--- src/include/ohc_params.svh ---
// offsets, field positions, codes and reset values of the sense controller
`ifndef OHC_PARAMS_SVH
`define OHC_PARAMS_SVH

// register byte offsets on the apb bus
`define OHC_ADDR_W 8
`define OHC_GAIN_OFF 8'h00
`define OHC_OCDAC_OFF 8'h04
`define OHC_CAL_OFF 8'h08
`define OHC_HMC_OFF 8'h0c
`define OHC_HDAC_OFF 8'h10
`define OHC_STAT_OFF 8'h14
`define OHC_MASK_OFF 8'h18
`define OHC_BHI_OFF 8'h1c
`define OHC_BLO_OFF 8'h20
`define OHC_BCTL_OFF 8'h24

// field positions
`define OHC_OCEDGE_LSB 6
`define OHC_GAIN_LSB 0
`define OHC_ARS_BIT 6
`define OHC_CAL_MODE_SEL_BIT 5
`define OHC_TRIM_LSB 0
`define OHC_HEDGE_LSB 4
`define OHC_HIEN_BIT 1
`define OHC_OIEN_BIT 0
`define OHC_BLOEN_BIT 0
`define OHC_BHIEN_BIT 1

// status and mask bit positions
`define OHC_ST_OC 0
`define OHC_ST_HALL 1
`define OHC_ST_BND 2
`define OHC_ST_W 3

// widths
`define OHC_CONV_W 10
`define OHC_DAC_W 8
`define OHC_TRIM_W 5

// comparator edge codes
`define OHC_EDGE_OFF 2'h0
`define OHC_EDGE_RISE 2'h1
`define OHC_EDGE_FALL 2'h2
`define OHC_EDGE_BOTH 2'h3

// amplifier gain codes
`define OHC_GAIN_DIS 3'h0
`define OHC_GAIN_X5 3'h1
`define OHC_GAIN_X10 3'h2
`define OHC_GAIN_X20 3'h3
`define OHC_GAIN_X1 3'h7

// reset values
`define OHC_GAIN_RST `OHC_GAIN_X10
`define OHC_TRIM_RST 5'h10
`define OHC_DAC_RST 8'h00

`endif

--- src/include/ohc_pkg.sv ---
// types shared by the sense controller files
`include "ohc_params.svh"
package ohc_pkg;

  // settings driven to the analog front end
  typedef struct packed {
    logic ampEn;
    logic [2:0] ampGainSel;
    logic calRefSel;
    logic calMode;
    logic [`OHC_TRIM_W-1:0] offsetTrim;
    logic ocCmpEn;
    logic [`OHC_DAC_W-1:0] ocDacRef;
    logic hallCmpEn;
    logic [`OHC_DAC_W-1:0] hallDacRef;
  } ohc_afe_ctrl_t;

  // one converter result with its strobe
  typedef struct packed {
    logic valid;
    logic [`OHC_CONV_W-1:0] result;
  } ohc_conv_t;

endpackage

--- src/rtl/ohc_ctrl.sv ---
// over-current and hall comparator control with apb registers
// Behaviour
// - over-current edge code: off, rise, fall, both
// - over-current dac reference register, reset zero
// - calibration reference picks negative or positive input
// - calibration mode bit: normal or offset calibration
// - five-bit offset trim, resets to center
// - boundary and over-current comparator interrupts
// - over-current event switches motor drive off
// - hall signal compared against hall dac
// - hall comparator and boundary interrupts track position
// - hall dac reference register, reset zero
// - unimplemented bits ignore writes, read zero
// - boundary interrupt on upper or lower exceed
//
// The implementer's own choices: the APB slave port and the address map.
`timescale 1ns/1ns
`default_nettype none
`include "ohc_params.svh"
module ohc_ctrl
  import ohc_pkg::*;
(
  input wire logic core_clk,
  input wire logic rst_b,
  input wire logic psel,
  input wire logic penable,
  input wire logic pwrite,
  input wire logic [`OHC_ADDR_W-1:0] paddr,
  input wire logic [31:0] pwdata,
  output logic [31:0] prdata,
  output logic pready,
  output logic pslverr,
  input wire logic ocCmpIn,
  input wire logic hallCmpIn,
  input wire ohc_conv_t conv,
  output ohc_afe_ctrl_t afeCtrl,
  output logic driveOff,
  output logic irq
);

  // comparator is on, with its dac, unless the edge code is off
  function automatic logic edgeOn(input logic [1:0] code);
    edgeOn = (code != `OHC_EDGE_OFF);
  endfunction

  logic [1:0] ocEdge;
  logic [2:0] gainSel;
  logic [`OHC_DAC_W-1:0] ocDac;
  logic calRef;
  logic calMode;
  logic [`OHC_TRIM_W-1:0] trim;
  logic [1:0] hallEdge;
  logic hallIrqEn;
  logic ocIrqEn;
  logic [`OHC_DAC_W-1:0] hallDac;
  logic [`OHC_ST_W-1:0] stat;
  logic [`OHC_ST_W-1:0] mask;
  logic [`OHC_CONV_W-1:0] bndHi;
  logic [`OHC_CONV_W-1:0] bndLo;
  logic [1:0] bndCtl;
  logic [31:0] rdWord;
  logic mapped;
  logic wrEn;
  logic [1:0] edgeSel [2];
  logic cmpIn [2];
  logic cmpEvt [2];
  logic ocEvt;
  logic hallEvt;
  logic bndEvt;
  logic [`OHC_ST_W-1:0] stSet;
  logic [`OHC_ST_W-1:0] stClr;

  // a write takes effect at the edge that completes the access
  assign wrEn = psel & penable & pready & pwrite;

  // one wait state: ready rises once the access phase is seen
  always_ff @(posedge core_clk or negedge rst_b) begin
    if (!rst_b) begin
      pready <= 1'b0;
    end else begin
      pready <= psel & penable & ~pready;
    end
  end

  // read data and error captured together with ready
  always_ff @(posedge core_clk or negedge rst_b) begin
    if (!rst_b) begin
      prdata <= 32'h0000_0000;
      pslverr <= 1'b0;
    end else if (psel & penable & ~pready) begin
      prdata <= pwrite ? 32'h0000_0000 : rdWord;
      pslverr <= ~mapped;
    end else begin
      pslverr <= 1'b0;
    end
  end

  // read mux
  // reserved bits zero
  always_comb begin
    rdWord = 32'h0000_0000;
    mapped = 1'b1;
    case (paddr)
      `OHC_GAIN_OFF: begin
        rdWord[`OHC_OCEDGE_LSB +: 2] = ocEdge;
        rdWord[`OHC_GAIN_LSB +: 3] = gainSel;
      end
      `OHC_OCDAC_OFF: begin
        rdWord[`OHC_DAC_W-1:0] = ocDac;
      end
      `OHC_CAL_OFF: begin
        rdWord[`OHC_ARS_BIT] = calRef;
        rdWord[`OHC_CAL_MODE_SEL_BIT] = calMode;
        rdWord[`OHC_TRIM_LSB +: `OHC_TRIM_W] = trim;
      end
      `OHC_HMC_OFF: begin
        rdWord[`OHC_HEDGE_LSB +: 2] = hallEdge;
        rdWord[`OHC_HIEN_BIT] = hallIrqEn;
        rdWord[`OHC_OIEN_BIT] = ocIrqEn;
      end
      `OHC_HDAC_OFF: begin
        rdWord[`OHC_DAC_W-1:0] = hallDac;
      end
      `OHC_STAT_OFF: begin
        rdWord[`OHC_ST_W-1:0] = stat;
      end
      `OHC_MASK_OFF: begin
        rdWord[`OHC_ST_W-1:0] = mask;
      end
      `OHC_BHI_OFF: begin
        rdWord[`OHC_CONV_W-1:0] = bndHi;
      end
      `OHC_BLO_OFF: begin
        rdWord[`OHC_CONV_W-1:0] = bndLo;
      end
      `OHC_BCTL_OFF: begin
        rdWord[1:0] = bndCtl;
      end
      default: begin
        mapped = 1'b0;
      end
    endcase
  end

  // gain and over-current edge register
  // gain resets to ten
  always_ff @(posedge core_clk or negedge rst_b) begin
    if (!rst_b) begin
      ocEdge <= `OHC_EDGE_OFF;
      gainSel <= `OHC_GAIN_RST;
    end else if (wrEn && paddr == `OHC_GAIN_OFF) begin
      ocEdge <= pwdata[`OHC_OCEDGE_LSB +: 2];
      gainSel <= pwdata[`OHC_GAIN_LSB +: 3];
    end
  end

  // dac reference registers
  // reset zero, full write
  always_ff @(posedge core_clk or negedge rst_b) begin
    if (!rst_b) begin
      ocDac <= `OHC_DAC_RST;
      hallDac <= `OHC_DAC_RST;
    end else if (wrEn) begin
      if (paddr == `OHC_OCDAC_OFF) begin
        ocDac <= pwdata[`OHC_DAC_W-1:0];
      end
      if (paddr == `OHC_HDAC_OFF) begin
        hallDac <= pwdata[`OHC_DAC_W-1:0];
      end
    end
  end

  // offset calibration register
  // calibration fields
  always_ff @(posedge core_clk or negedge rst_b) begin
    if (!rst_b) begin
      calRef <= 1'b0;
      calMode <= 1'b0;
      trim <= `OHC_TRIM_RST;
    end else if (wrEn && paddr == `OHC_CAL_OFF) begin
      calRef <= pwdata[`OHC_ARS_BIT];
      calMode <= pwdata[`OHC_CAL_MODE_SEL_BIT];
      trim <= pwdata[`OHC_TRIM_LSB +: `OHC_TRIM_W];
    end
  end

  // hall mode register
  // hall edge, irq enables
  always_ff @(posedge core_clk or negedge rst_b) begin
    if (!rst_b) begin
      hallEdge <= `OHC_EDGE_OFF;
      hallIrqEn <= 1'b0;
      ocIrqEn <= 1'b0;
    end else if (wrEn && paddr == `OHC_HMC_OFF) begin
      hallEdge <= pwdata[`OHC_HEDGE_LSB +: 2];
      hallIrqEn <= pwdata[`OHC_HIEN_BIT];
      ocIrqEn <= pwdata[`OHC_OIEN_BIT];
    end
  end

  // mask and boundary registers
  always_ff @(posedge core_clk or negedge rst_b) begin
    if (!rst_b) begin
      mask <= '0;
      bndHi <= '0;
      bndLo <= '0;
      bndCtl <= 2'h0;
    end else if (wrEn) begin
      case (paddr)
        `OHC_MASK_OFF: mask <= pwdata[`OHC_ST_W-1:0];
        `OHC_BHI_OFF: bndHi <= pwdata[`OHC_CONV_W-1:0];
        `OHC_BLO_OFF: bndLo <= pwdata[`OHC_CONV_W-1:0];
        `OHC_BCTL_OFF: bndCtl <= pwdata[1:0];
        default: bndCtl <= bndCtl;
      endcase
    end
  end

  // two edge detectors, over-current then hall
  assign edgeSel[0] = ocEdge;
  assign edgeSel[1] = hallEdge;
  assign cmpIn[0] = ocCmpIn;
  assign cmpIn[1] = hallCmpIn;
  genvar g;
  generate
    for (g = 0; g < 2; g++) begin : gCmp
      ohc_cmp_edge uEdge (
        .core_clk(core_clk),
        .rst_b(rst_b),
        .edgeSel(edgeSel[g]),
        .cmpIn(cmpIn[g]),
        .evt(cmpEvt[g])
      );
    end
  endgenerate
  assign ocEvt = cmpEvt[0];
  assign hallEvt = cmpEvt[1];

  // converter boundary check on each strobed result
  // upper or lower exceed
  assign bndEvt = conv.valid &
    ((bndCtl[`OHC_BHIEN_BIT] & (conv.result > bndHi)) |
     (bndCtl[`OHC_BLOEN_BIT] & (conv.result < bndLo)));

  // event sets and write-one clears of the status register
  // gated event sources
  always_comb begin
    stSet = '0;
    stSet[`OHC_ST_OC] = ocEvt & ocIrqEn;
    stSet[`OHC_ST_HALL] = hallEvt & hallIrqEn;
    stSet[`OHC_ST_BND] = bndEvt;
    stClr = '0;
    if (wrEn && paddr == `OHC_STAT_OFF) begin
      stClr = pwdata[`OHC_ST_W-1:0];
    end
  end

  // sticky status, a set in the clearing cycle wins
  always_ff @(posedge core_clk or negedge rst_b) begin
    if (!rst_b) begin
      stat <= '0;
    end else begin
      stat <= (stat & ~stClr) | stSet;
    end
  end

  // level interrupt while an unmasked status bit is set
  always_ff @(posedge core_clk or negedge rst_b) begin
    if (!rst_b) begin
      irq <= 1'b0;
    end else begin
      irq <= |(stat & mask);
    end
  end

  // drive trip held until the over-current status bit is cleared
  // drive shutdown on the edge after an over-current event
  always_ff @(posedge core_clk or negedge rst_b) begin
    if (!rst_b) begin
      driveOff <= 1'b0;
    end else begin
      driveOff <= ocEvt | (driveOff & ~stClr[`OHC_ST_OC]);
    end
  end

  // front end settings out of one register stage
  // enables of the comparator paths
  always_ff @(posedge core_clk or negedge rst_b) begin
    if (!rst_b) begin
      afeCtrl <= '0;
    end else begin
      afeCtrl.ampEn <= (gainSel != `OHC_GAIN_DIS);
      afeCtrl.ampGainSel <= gainSel;
      afeCtrl.calRefSel <= calRef;
      afeCtrl.calMode <= calMode;
      afeCtrl.offsetTrim <= trim;
      afeCtrl.ocCmpEn <= edgeOn(ocEdge);
      afeCtrl.ocDacRef <= ocDac;
      afeCtrl.hallCmpEn <= edgeOn(hallEdge);
      afeCtrl.hallDacRef <= hallDac;
    end
  end
endmodule
`default_nettype wire

--- src/rtl/ohc_cmp_edge.sv ---
// edge detector for one comparator output
`timescale 1ns/1ns
`default_nettype none
module ohc_cmp_edge
  import ohc_pkg::*;
(
  input wire logic core_clk,
  input wire logic rst_b,
  input wire logic [1:0] edgeSel,
  input wire logic cmpIn,
  output logic evt
);

  logic prev;

  // previous level, tracked even while disabled to avoid a false edge
  always_ff @(posedge core_clk or negedge rst_b) begin
    if (!rst_b) begin
      prev <= 1'b0;
    end else begin
      prev <= cmpIn;
    end
  end

  // rising on code bit 0, falling on code bit 1, both on 11, none on 00
  always_ff @(posedge core_clk or negedge rst_b) begin
    if (!rst_b) begin
      evt <= 1'b0;
    end else begin
      evt <= (edgeSel[0] & cmpIn & ~prev) | (edgeSel[1] & ~cmpIn & prev);
    end
  end

endmodule
`default_nettype wire

--- config.mk ---
export PLATFORM = sky130hd
export DESIGN_NAME = ohc_ctrl
export DESIGN_NICKNAME = d
export VERILOG_FILES = /design/src/include/ohc_pkg.sv /design/src/rtl/ohc_ctrl.sv /design/src/rtl/ohc_cmp_edge.sv
export VERILOG_INCLUDE_DIRS = /design/src /design/src/include
export SDC_FILE = /design/constraint.sdc
export NUM_CORES = 1
export LEC_CHECK = 0
export ABC_AREA = 1
export BUFFER_PORTS_ARGS = -buffer_cell sky130_fd_sc_hd__buf_2
export CORE_MARGIN = 3
export CORE_UTILIZATION = 42
export CTS_CLUSTER_SIZE = 16
export DETAILED_ROUTE_END_ITERATION = 8
export PLACE_DENSITY_LB_ADDON = 0.08
export SETUP_SLACK_MARGIN = 0.02
export SLEW_MARGIN = 25
export SYNTH_ARGS = -nofsm -noshare
export SYNTH_HDL_FRONTEND = slang
export SYNTH_SLANG_ARGS = --single-unit
--- constraint.sdc ---
create_clock -name core_clk -period 2.1 [get_ports core_clk]
set_input_delay 0.105 -clock core_clk [delete_from_list [all_inputs] [get_ports core_clk]]
set_output_delay 0.105 -clock core_clk [all_outputs]
set_load 0.005 [all_outputs]
==> flow_summary.toml, run 1 <==
[run_status]
status = "complete, no violations"

[worst_setup_path]
timing.critical_path.from_type = "register"
worstPathCellList = "nand2_1 > nor2_8 > nand2_1 > o21ai_0"
critPathArrivalTime_ns = 1.91
critical_path.max_stage_delay_ns = 0.44
critPathRequiredTime_ns = 2.36
crit_fanout = 20
crit_path_top_delay_cell = "sky130_fd_sc_hd__nand2_1"
end_kind = "register"
crit_type = "reg -> reg"
critPathMostFrequentCell = "sky130_fd_sc_hd__nand2_1"

[yosys]
synth.lib_cells_used.distinct = 36
synth_edf_count = 0
synth.cell_area_um2 = 5100
async_reset_ff_frac = 1.00
synth_common_cells = "sky130_fd_sc_hd__nand2_1, sky130_fd_sc_hd__dfrtp_1, sky130_fd_sc_hd__inv_1"
seq_area_frac_synth = 0.525
post-synth-top-area-cell = "sky130_fd_sc_hd__dfrtp_1"
synthMostInstantiatedCell = "sky130_fd_sc_hd__nand2_1"
netlist.area_leader.share = 0.515
syn_area_per_cell_um2 = 9.19
synth.ff_latch_count = 107
ys.flop_type = "sky130_fd_sc_hd__dfrtp_1"
synthCells = 555
post_synth_main_area_contributors = "sky130_fd_sc_hd__dfrtp_1, sky130_fd_sc_hd__nand2_1, sky130_fd_sc_hd__ha_1"
ys.warnings.count = 0

[power]
netSwitchingPower_w = 0.000930
power_per_cell_area_nw_per_um2 = 682
clkPwrFrac = 0.422
power.share.switching = 0.231
p_seq_frac = 0.516
ir_drop_mv = 0.436
p_comb_frac = 0.062
power.static_leakage_nw = 3.14
internal_power_w = 0.00310

[timing]
clock-skew-final_ns = 0.00698
worst_pin_slew_ns = 0.631
layout_setup_ws_ns = 0.452
grt_setup_unrepaired = "no"
final-setup-viol-count = 0
finalHoldViolations = 0
timing.fmax_mhz = 607
maxSlewHeadroom = 0.578
report.final.slew_viol_count = 0
period_minus_slack_ns = 1.65
timing.final.crit_share = 0.785
fin_tns_setup_ns = 0

[finish]
p_r_area_growth_vs_syn_pct = 15.8
regArea_um2 = 2680
drive_gt1_frac = 0.233
antenna_cells = 0
fill_cells = 1148
multi_input_gate_area_um2 = 2080
finish.net_count = 720

[routing]
routed_wire_length_per_instance_um = 15.2
antenna_left = 0
route.final.wire_length_mm = 12.0
drcViolationCount = 0
drt_iter0_drc = 163
drt-pass1-iter-count = 4
route.detailed.vias_per_inst = 4.86
dr_total_vias = 3841

[place]
worst_setup_slack_before_clock_tree_synthesis_ns = 0.430
finalWeightedCongestion = 0.871
dp.final_hpwl_mm = 9.07
port_buffers = 78

[clocking]
clk_pin_slew_worst_paths_ns = 0.07
clock_latency_late_sink_ns = 0.35
h-tree-depth = 3
clock_path_buffers = 2
cts_made_buffers = 9
clock_sinks = 107
tritoncts = "done"
cts_root_buffer = "sky130_fd_sc_hd__clkbuf_16"

[die]
core_footprint_um2 = 11700
design.die.area_um2 = 13500
rows = 39
die_height_um = 116
chipWidth_um = 116
effective_utilization_at_floorplan = 0.438
boundaryPins = 123

[worst_hold_path]
min-delay-path-class = "in -> reg"

[global_routing]
first_global_vias = 3835
maximum_number_of_pins_on_one_net_before_global_route_repair = 40
grt_remaining_overflow = 0
grt_pass1_wl_mm = 19.5
track_usage = 0.191
grt_antenna_before_repair = 0

[job]
drv.max_cap_violation_count = 0
==> state kept, by name, indices dropped and copies added (netlist names), 2 cells and up <==
name             cells
bndCtl               2
mask                 3
prdata              10
ocDac                8
stat                 3
ocEdge               2
gCmp.uEdge.prev      2
gCmp.uEdge.evt       2
trim                 5
hallEdge             2
bndLo               10
afeCtrl             29
hallDac              8
gainSel              3
bndHi               10
==> cells by family after synthesis <==
| group | after synthesis | synth area share |
|---|---|---|
| simple gates | 256 | 0.240 |
| flops | 107 | 0.525 |
| compound gates | 92 | 0.106 |
| buf+inv | 80 | 0.0817 |
| fa+ha+maj | 19 | 0.0466 |
| other cells | 1 | 0.000735 |
==> cells in the final DEF (no fill, tap or decap), drive strengths merged <==
cell / netlist / routed
a21boi: 1 / 1
ha: 19 / 19
nand3b: 3 / 3
clkinv: 0 / 3
clkbuf: 3 / 11
bufinv: 0 / 1
dfstp: 2 / 2
nand3: 29 / 29
clkinvlp: 0 / 1
a22o: 2 / 2
and2: 1 / 1
nand2: 177 / 177
dlygate4sd3: 0 / 6
o211ai: 4 / 4
o22ai: 3 / 3
nor2: 40 / 40
o21ai: 74 / 74
conb: 1 / 22
buf: 28 / 81
or3: 1 / 1
a21oi: 7 / 7
nor3: 1 / 1
nand4: 2 / 2
o21a: 1 / 1
or2: 2 / 2
dfrtp: 105 / 105
inv: 49 / 49
==> cell type report <==
type | count | share of cell area
clock buffers | 11 | 0.0411
clock inverters | 5 | 0.00889
inverters | 49 | 0.0311
multi-input cells | 389 | 0.353
flip-flops and latches | 107 | 0.453
well taps | 143 | 0.0303
repair buffers | 87 | 0.0826
==> worst max-delay path: cells and delay by family (launching register included) <==
family	cells	cell delay, ns
and+or+nand+nor	3	0.84
AOI/OAI and AO/OA	1	0.31
DFF	1	0.40
==> final timing paths <==
kind | slack (ns) | from | end | cells past startpoint
max in group asynchronous | 1.19 | rst_b | gainSel[1] | 3
setup reg to reg | 0.45 | pready | bndLo[6] | 4
min in group asynchronous | 0.22 | rst_b | afeCtrl[1] | 2
setup / recovery | 0.45 | pready | bndLo[6] | 4
hold reg to reg | 0.41 | hallDac[6] | afeCtrl[6] | 0
hold / removal | 0.07 | pwrite | prdata[1] | 4
==> stage by stage <==
stage	total power [W]	utilization	hold WS, ns	area (um^2)	cells
2_1_floorplan	0.00226	-	-0.191	5180	576
3_3_place_gp	0.00236	0.476	0.0556	5560	769
3_5_place_dp	0.00236	0.476	0.0549	5560	769
4_1_cts	0.00408	0.507	0.0610	5910	791
5_1_grt	0.00419	0.507	0.0946	5910	791
6_report	0.00403	0.507	0.0687	5910	791
==> power by group through the flow <==
| stage | logic (W) | clock network [W] | registers (W) |
|---|---|---|---|
| 2_1_floorplan | 0.000144 | 0 | 0.00212 |
| 5_1_grt | 0.000288 | 0.00183 | 0.00208 |
| 6_report | 0.000250 | 0.00170 | 0.00208 |
| 4_1_cts | 0.000256 | 0.00175 | 0.00208 |
| 3_3_place_gp | 0.000241 | 0 | 0.00212 |
| 3_5_place_dp | 0.000246 | 0 | 0.00212 |
==> routing by layer <==
metal  track usage  vias up  wire length [um]
li1              -     1929                 -
met1         0.253     1810              5560
met2         0.306       85              5750
met3        0.0389       17               432
met4        0.0828        0               294
met5             0        -                 0
==> repair_timing <==
action                    CTS  global route
gates resized for setup     0             0
hold endpoints to repair   31             0
hold buffers                6             0
buffers inserted            0             0
Note: power is estimated with default switching activity, not from simulation.
==> run 2, diff against run 1 <==
ABC_AREA = 0   (was 1)
clock period = 1.51 ns   (was 2.1 ns; I/O delays follow)
==> flow_summary.toml, run 2 <==
[worst_hold_path]
worstHoldStart = "pwdata[3]"
min-delay-path-class = "in -> reg"

[timing]
maxSlewHeadroom = 0.596
final-setup-viol-count = 20
grt_setup_unrepaired = "yes"
clock-skew-final_ns = 0.00739
finalHoldViolations = 0
timing.fmax_mhz = 643
worst_pin_slew_ns = 0.601
fin_tns_setup_ns = -0.547
layout_setup_ws_ns = -0.0463
report.final.slew_viol_count = 0
period_minus_slack_ns = 1.56
timing.final.crit_share = 1.03

[yosys]
ys.flop_type = "sky130_fd_sc_hd__dfrtp_1"
seq_area_frac_synth = 0.520
synth.lib_cells_used.distinct = 62
post-synth-top-area-cell = "sky130_fd_sc_hd__dfrtp_1"
async_reset_ff_frac = 1.00
syn_area_per_cell_um2 = 12.4
synthMostInstantiatedCell = "sky130_fd_sc_hd__dfrtp_1"
synthCells = 416
synth.ff_latch_count = 107
synth_common_cells = "sky130_fd_sc_hd__dfrtp_1, sky130_fd_sc_hd__mux2_2, sky130_fd_sc_hd__inv_1"
synth_edf_count = 0
netlist.area_leader.share = 0.510
ys.warnings.count = 0
post_synth_main_area_contributors = "sky130_fd_sc_hd__dfrtp_1, sky130_fd_sc_hd__mux2_2, sky130_fd_sc_hd__ha_1"
synth.cell_area_um2 = 5160

[finish]
layout.cells.most_common_list = "sky130_fd_sc_hd__dfrtp_1, sky130_fd_sc_hd__buf_2, sky130_fd_sc_hd__buf_4"
post-route-cell-area_um2 = 6740
largest_register_ff_count = 29
drive_gt1_frac = 0.480
finish.net_count = 640
finalNonFillerCells = 710
largest_register = "afeCtrl"
antenna_cells = 0
layout.core_utilization = 0.576
p_r_area_growth_vs_syn_pct = 30.7
mostFrequentLayoutCell = "sky130_fd_sc_hd__dfrtp_1"

[clocking]
clock_path_buffers = 2
clock_latency_late_sink_ns = 0.35
clock_sinks = 107
cts_root_buffer = "sky130_fd_sc_hd__clkbuf_16"
tritoncts = "done"
cts_made_buffers = 9
h-tree-depth = 3
clk_pin_slew_worst_paths_ns = 0.07

[power]
power_w = 0.00560
p_comb_frac = 0.089
internal_power_w = 0.00425
power_per_cell_area_nw_per_um2 = 831
netSwitchingPower_w = 0.00135
power.share.switching = 0.241
power.static_leakage_nw = 3.35
p_seq_frac = 0.518
clkPwrFrac = 0.393
ir_drop_mv = 0.696

[worst_setup_path]
crit_fanout = 5
end_kind = "register"
crit_path_top_delay_cell = "sky130_fd_sc_hd__dfrtp_1"
critPathArrivalTime_ns = 1.79
timing.critical_path.from_type = "register"
critical-path-top-delay-family = "simple AND/OR/NAND/NOR gates"
critical_path.max_stage_delay_ns = 0.36
critPathRequiredTime_ns = 1.75
path_buf_inv = 2
critical_path.reg2reg.startpoint = "pready"
startpoint = "pready"
worstPathCellList = "and4_1 > buf_6 > nand2_2 > nor2_4 > buf_6 > mux2_2"
critPathMostFrequentCell = "sky130_fd_sc_hd__buf_6"
timing.reg2reg.setup_slack_ns = -0.05
crit_type = "reg -> reg"

[routing]
dr_total_vias = 3782
route.detailed.vias_per_inst = 5.33
antenna_left = 0
routed_wire_length_per_instance_um = 20.0
drt_iter0_drc = 236
drcViolationCount = 0
route.final.wire_length_mm = 14.2
drt-pass1-iter-count = 4

[global_routing]
grt_pass1_wl_mm = 22.1
grt_antenna_before_repair = 0
track_usage = 0.219
grt_remaining_overflow = 0
first_global_vias = 3921
maximum_number_of_pins_on_one_net_before_global_route_repair = 108

[die]
rows = 39
die_height_um = 117
boundaryPins = 123
design.die.area_um2 = 13600
effective_utilization_at_floorplan = 0.440
core_footprint_um2 = 11700
chipWidth_um = 117

[place]
finalWeightedCongestion = 0.839
placed_area_um2 = 6110
dp.final_hpwl_mm = 10.4
post-place-cells = 686
port_buffers = 78

[job]
drv.max_cap_violation_count = 0

[run_status]
status = "complete, but fails checks"
violated_checks = "negative setup slack"
[run 2: changes by cell type in the layout (fill, tap and decap cells not counted), moves of 6 or more]
cell / previous run / this run
sky130_fd_sc_hd__inv_1: 43 / 19
sky130_fd_sc_hd__buf_6: 0 / 8
sky130_fd_sc_hd__o21ai_0: 34 / 10
sky130_fd_sc_hd__mux2i_1: 0 / 8
sky130_fd_sc_hd__mux2_2: 0 / 32
sky130_fd_sc_hd__o21ai_2: 14 / 1
sky130_fd_sc_hd__nand2_2: 7 / 1
sky130_fd_sc_hd__ha_1: 19 / 13
sky130_fd_sc_hd__nand3_1: 25 / 7
sky130_fd_sc_hd__mux2_4: 0 / 26
sky130_fd_sc_hd__o21ai_1: 26 / 4
sky130_fd_sc_hd__nor2_1: 25 / 6
sky130_fd_sc_hd__buf_4: 3 / 63
sky130_fd_sc_hd__nand2_1: 166 / 16
[run 2: per-stage QoR]
| stage | setup WS [ns] | hold WS, ns |
|---|---|---|
| after global placement | -0.210 | 0.196 |
| after CTS | -0.0410 | 0.0300 |
| after detailed placement | -0.262 | 0.194 |
| after global routing | -0.108 | 0.0313 |
| after floorplan | -0.0933 | -0.220 |
| final | -0.0463 | 0.0333 |
[run 2: power by group through the flow]
stage               Combinational (W)  Sequential (W)  Clock [W]
floorplan                    0.000220         0.00296          0
global placement             0.000436         0.00296          0
detailed placement           0.000443         0.00296          0
CTS                          0.000485         0.00290    0.00223
global route                 0.000553         0.00290    0.00234
finish                       0.000500         0.00290    0.00220
[run 2: cells by family after synthesis]
| family | share of synthesized area |
|---|---|
| muxes | 0.158 |
| other | 0.000727 |
| buffers and inverters | 0.0711 |
| adders and majority gates | 0.0461 |
| and+or+nand+nor | 0.113 |
| AOI/OAI and AO/OA | 0.0915 |
| DFF | 0.520 |
[run 2: timing repair]
action                                  in CTS  in global routing
endpoints found under the hold margin      112                  0
setup buffers                                4                  0
gates resized for setup                     45                 18
hold buffers                                 5                  0
gates cloned                                 0                  0
endpoints found under the setup margin      51                 54
pin swaps                                   10                 10
[run 2: layer usage]
layer / GRT usage / wire length [um]
met5: 0 / 0
met3: 0.0447 / 740
met1: 0.287 / 6120
met4: 0.0657 / 269
met2: 0.369 / 7030
[run 2: area by class of cell]
type                    count  area, um^2
clock buffers              11         243
clock inverters             4        26.3
fillers                  1020        4970
inverters                  24        90.1
multi-input cells         265        2460
flip-flops and latches    107        2680
well taps                 143         179
repair buffers            156        1060
[run 2: path summary, 6_finish.rpt]
check / to / depth (start not counted)
worst min register to register: afeCtrl[1] / 0
worst min-delay path: bndLo[3] / 2
min in group asynchronous: afeCtrl[21] / 3
worst max register to register: ocDac[4] / 6
max in group asynchronous: hallDac[4] / 3
worst max-delay path: ocDac[4] / 6
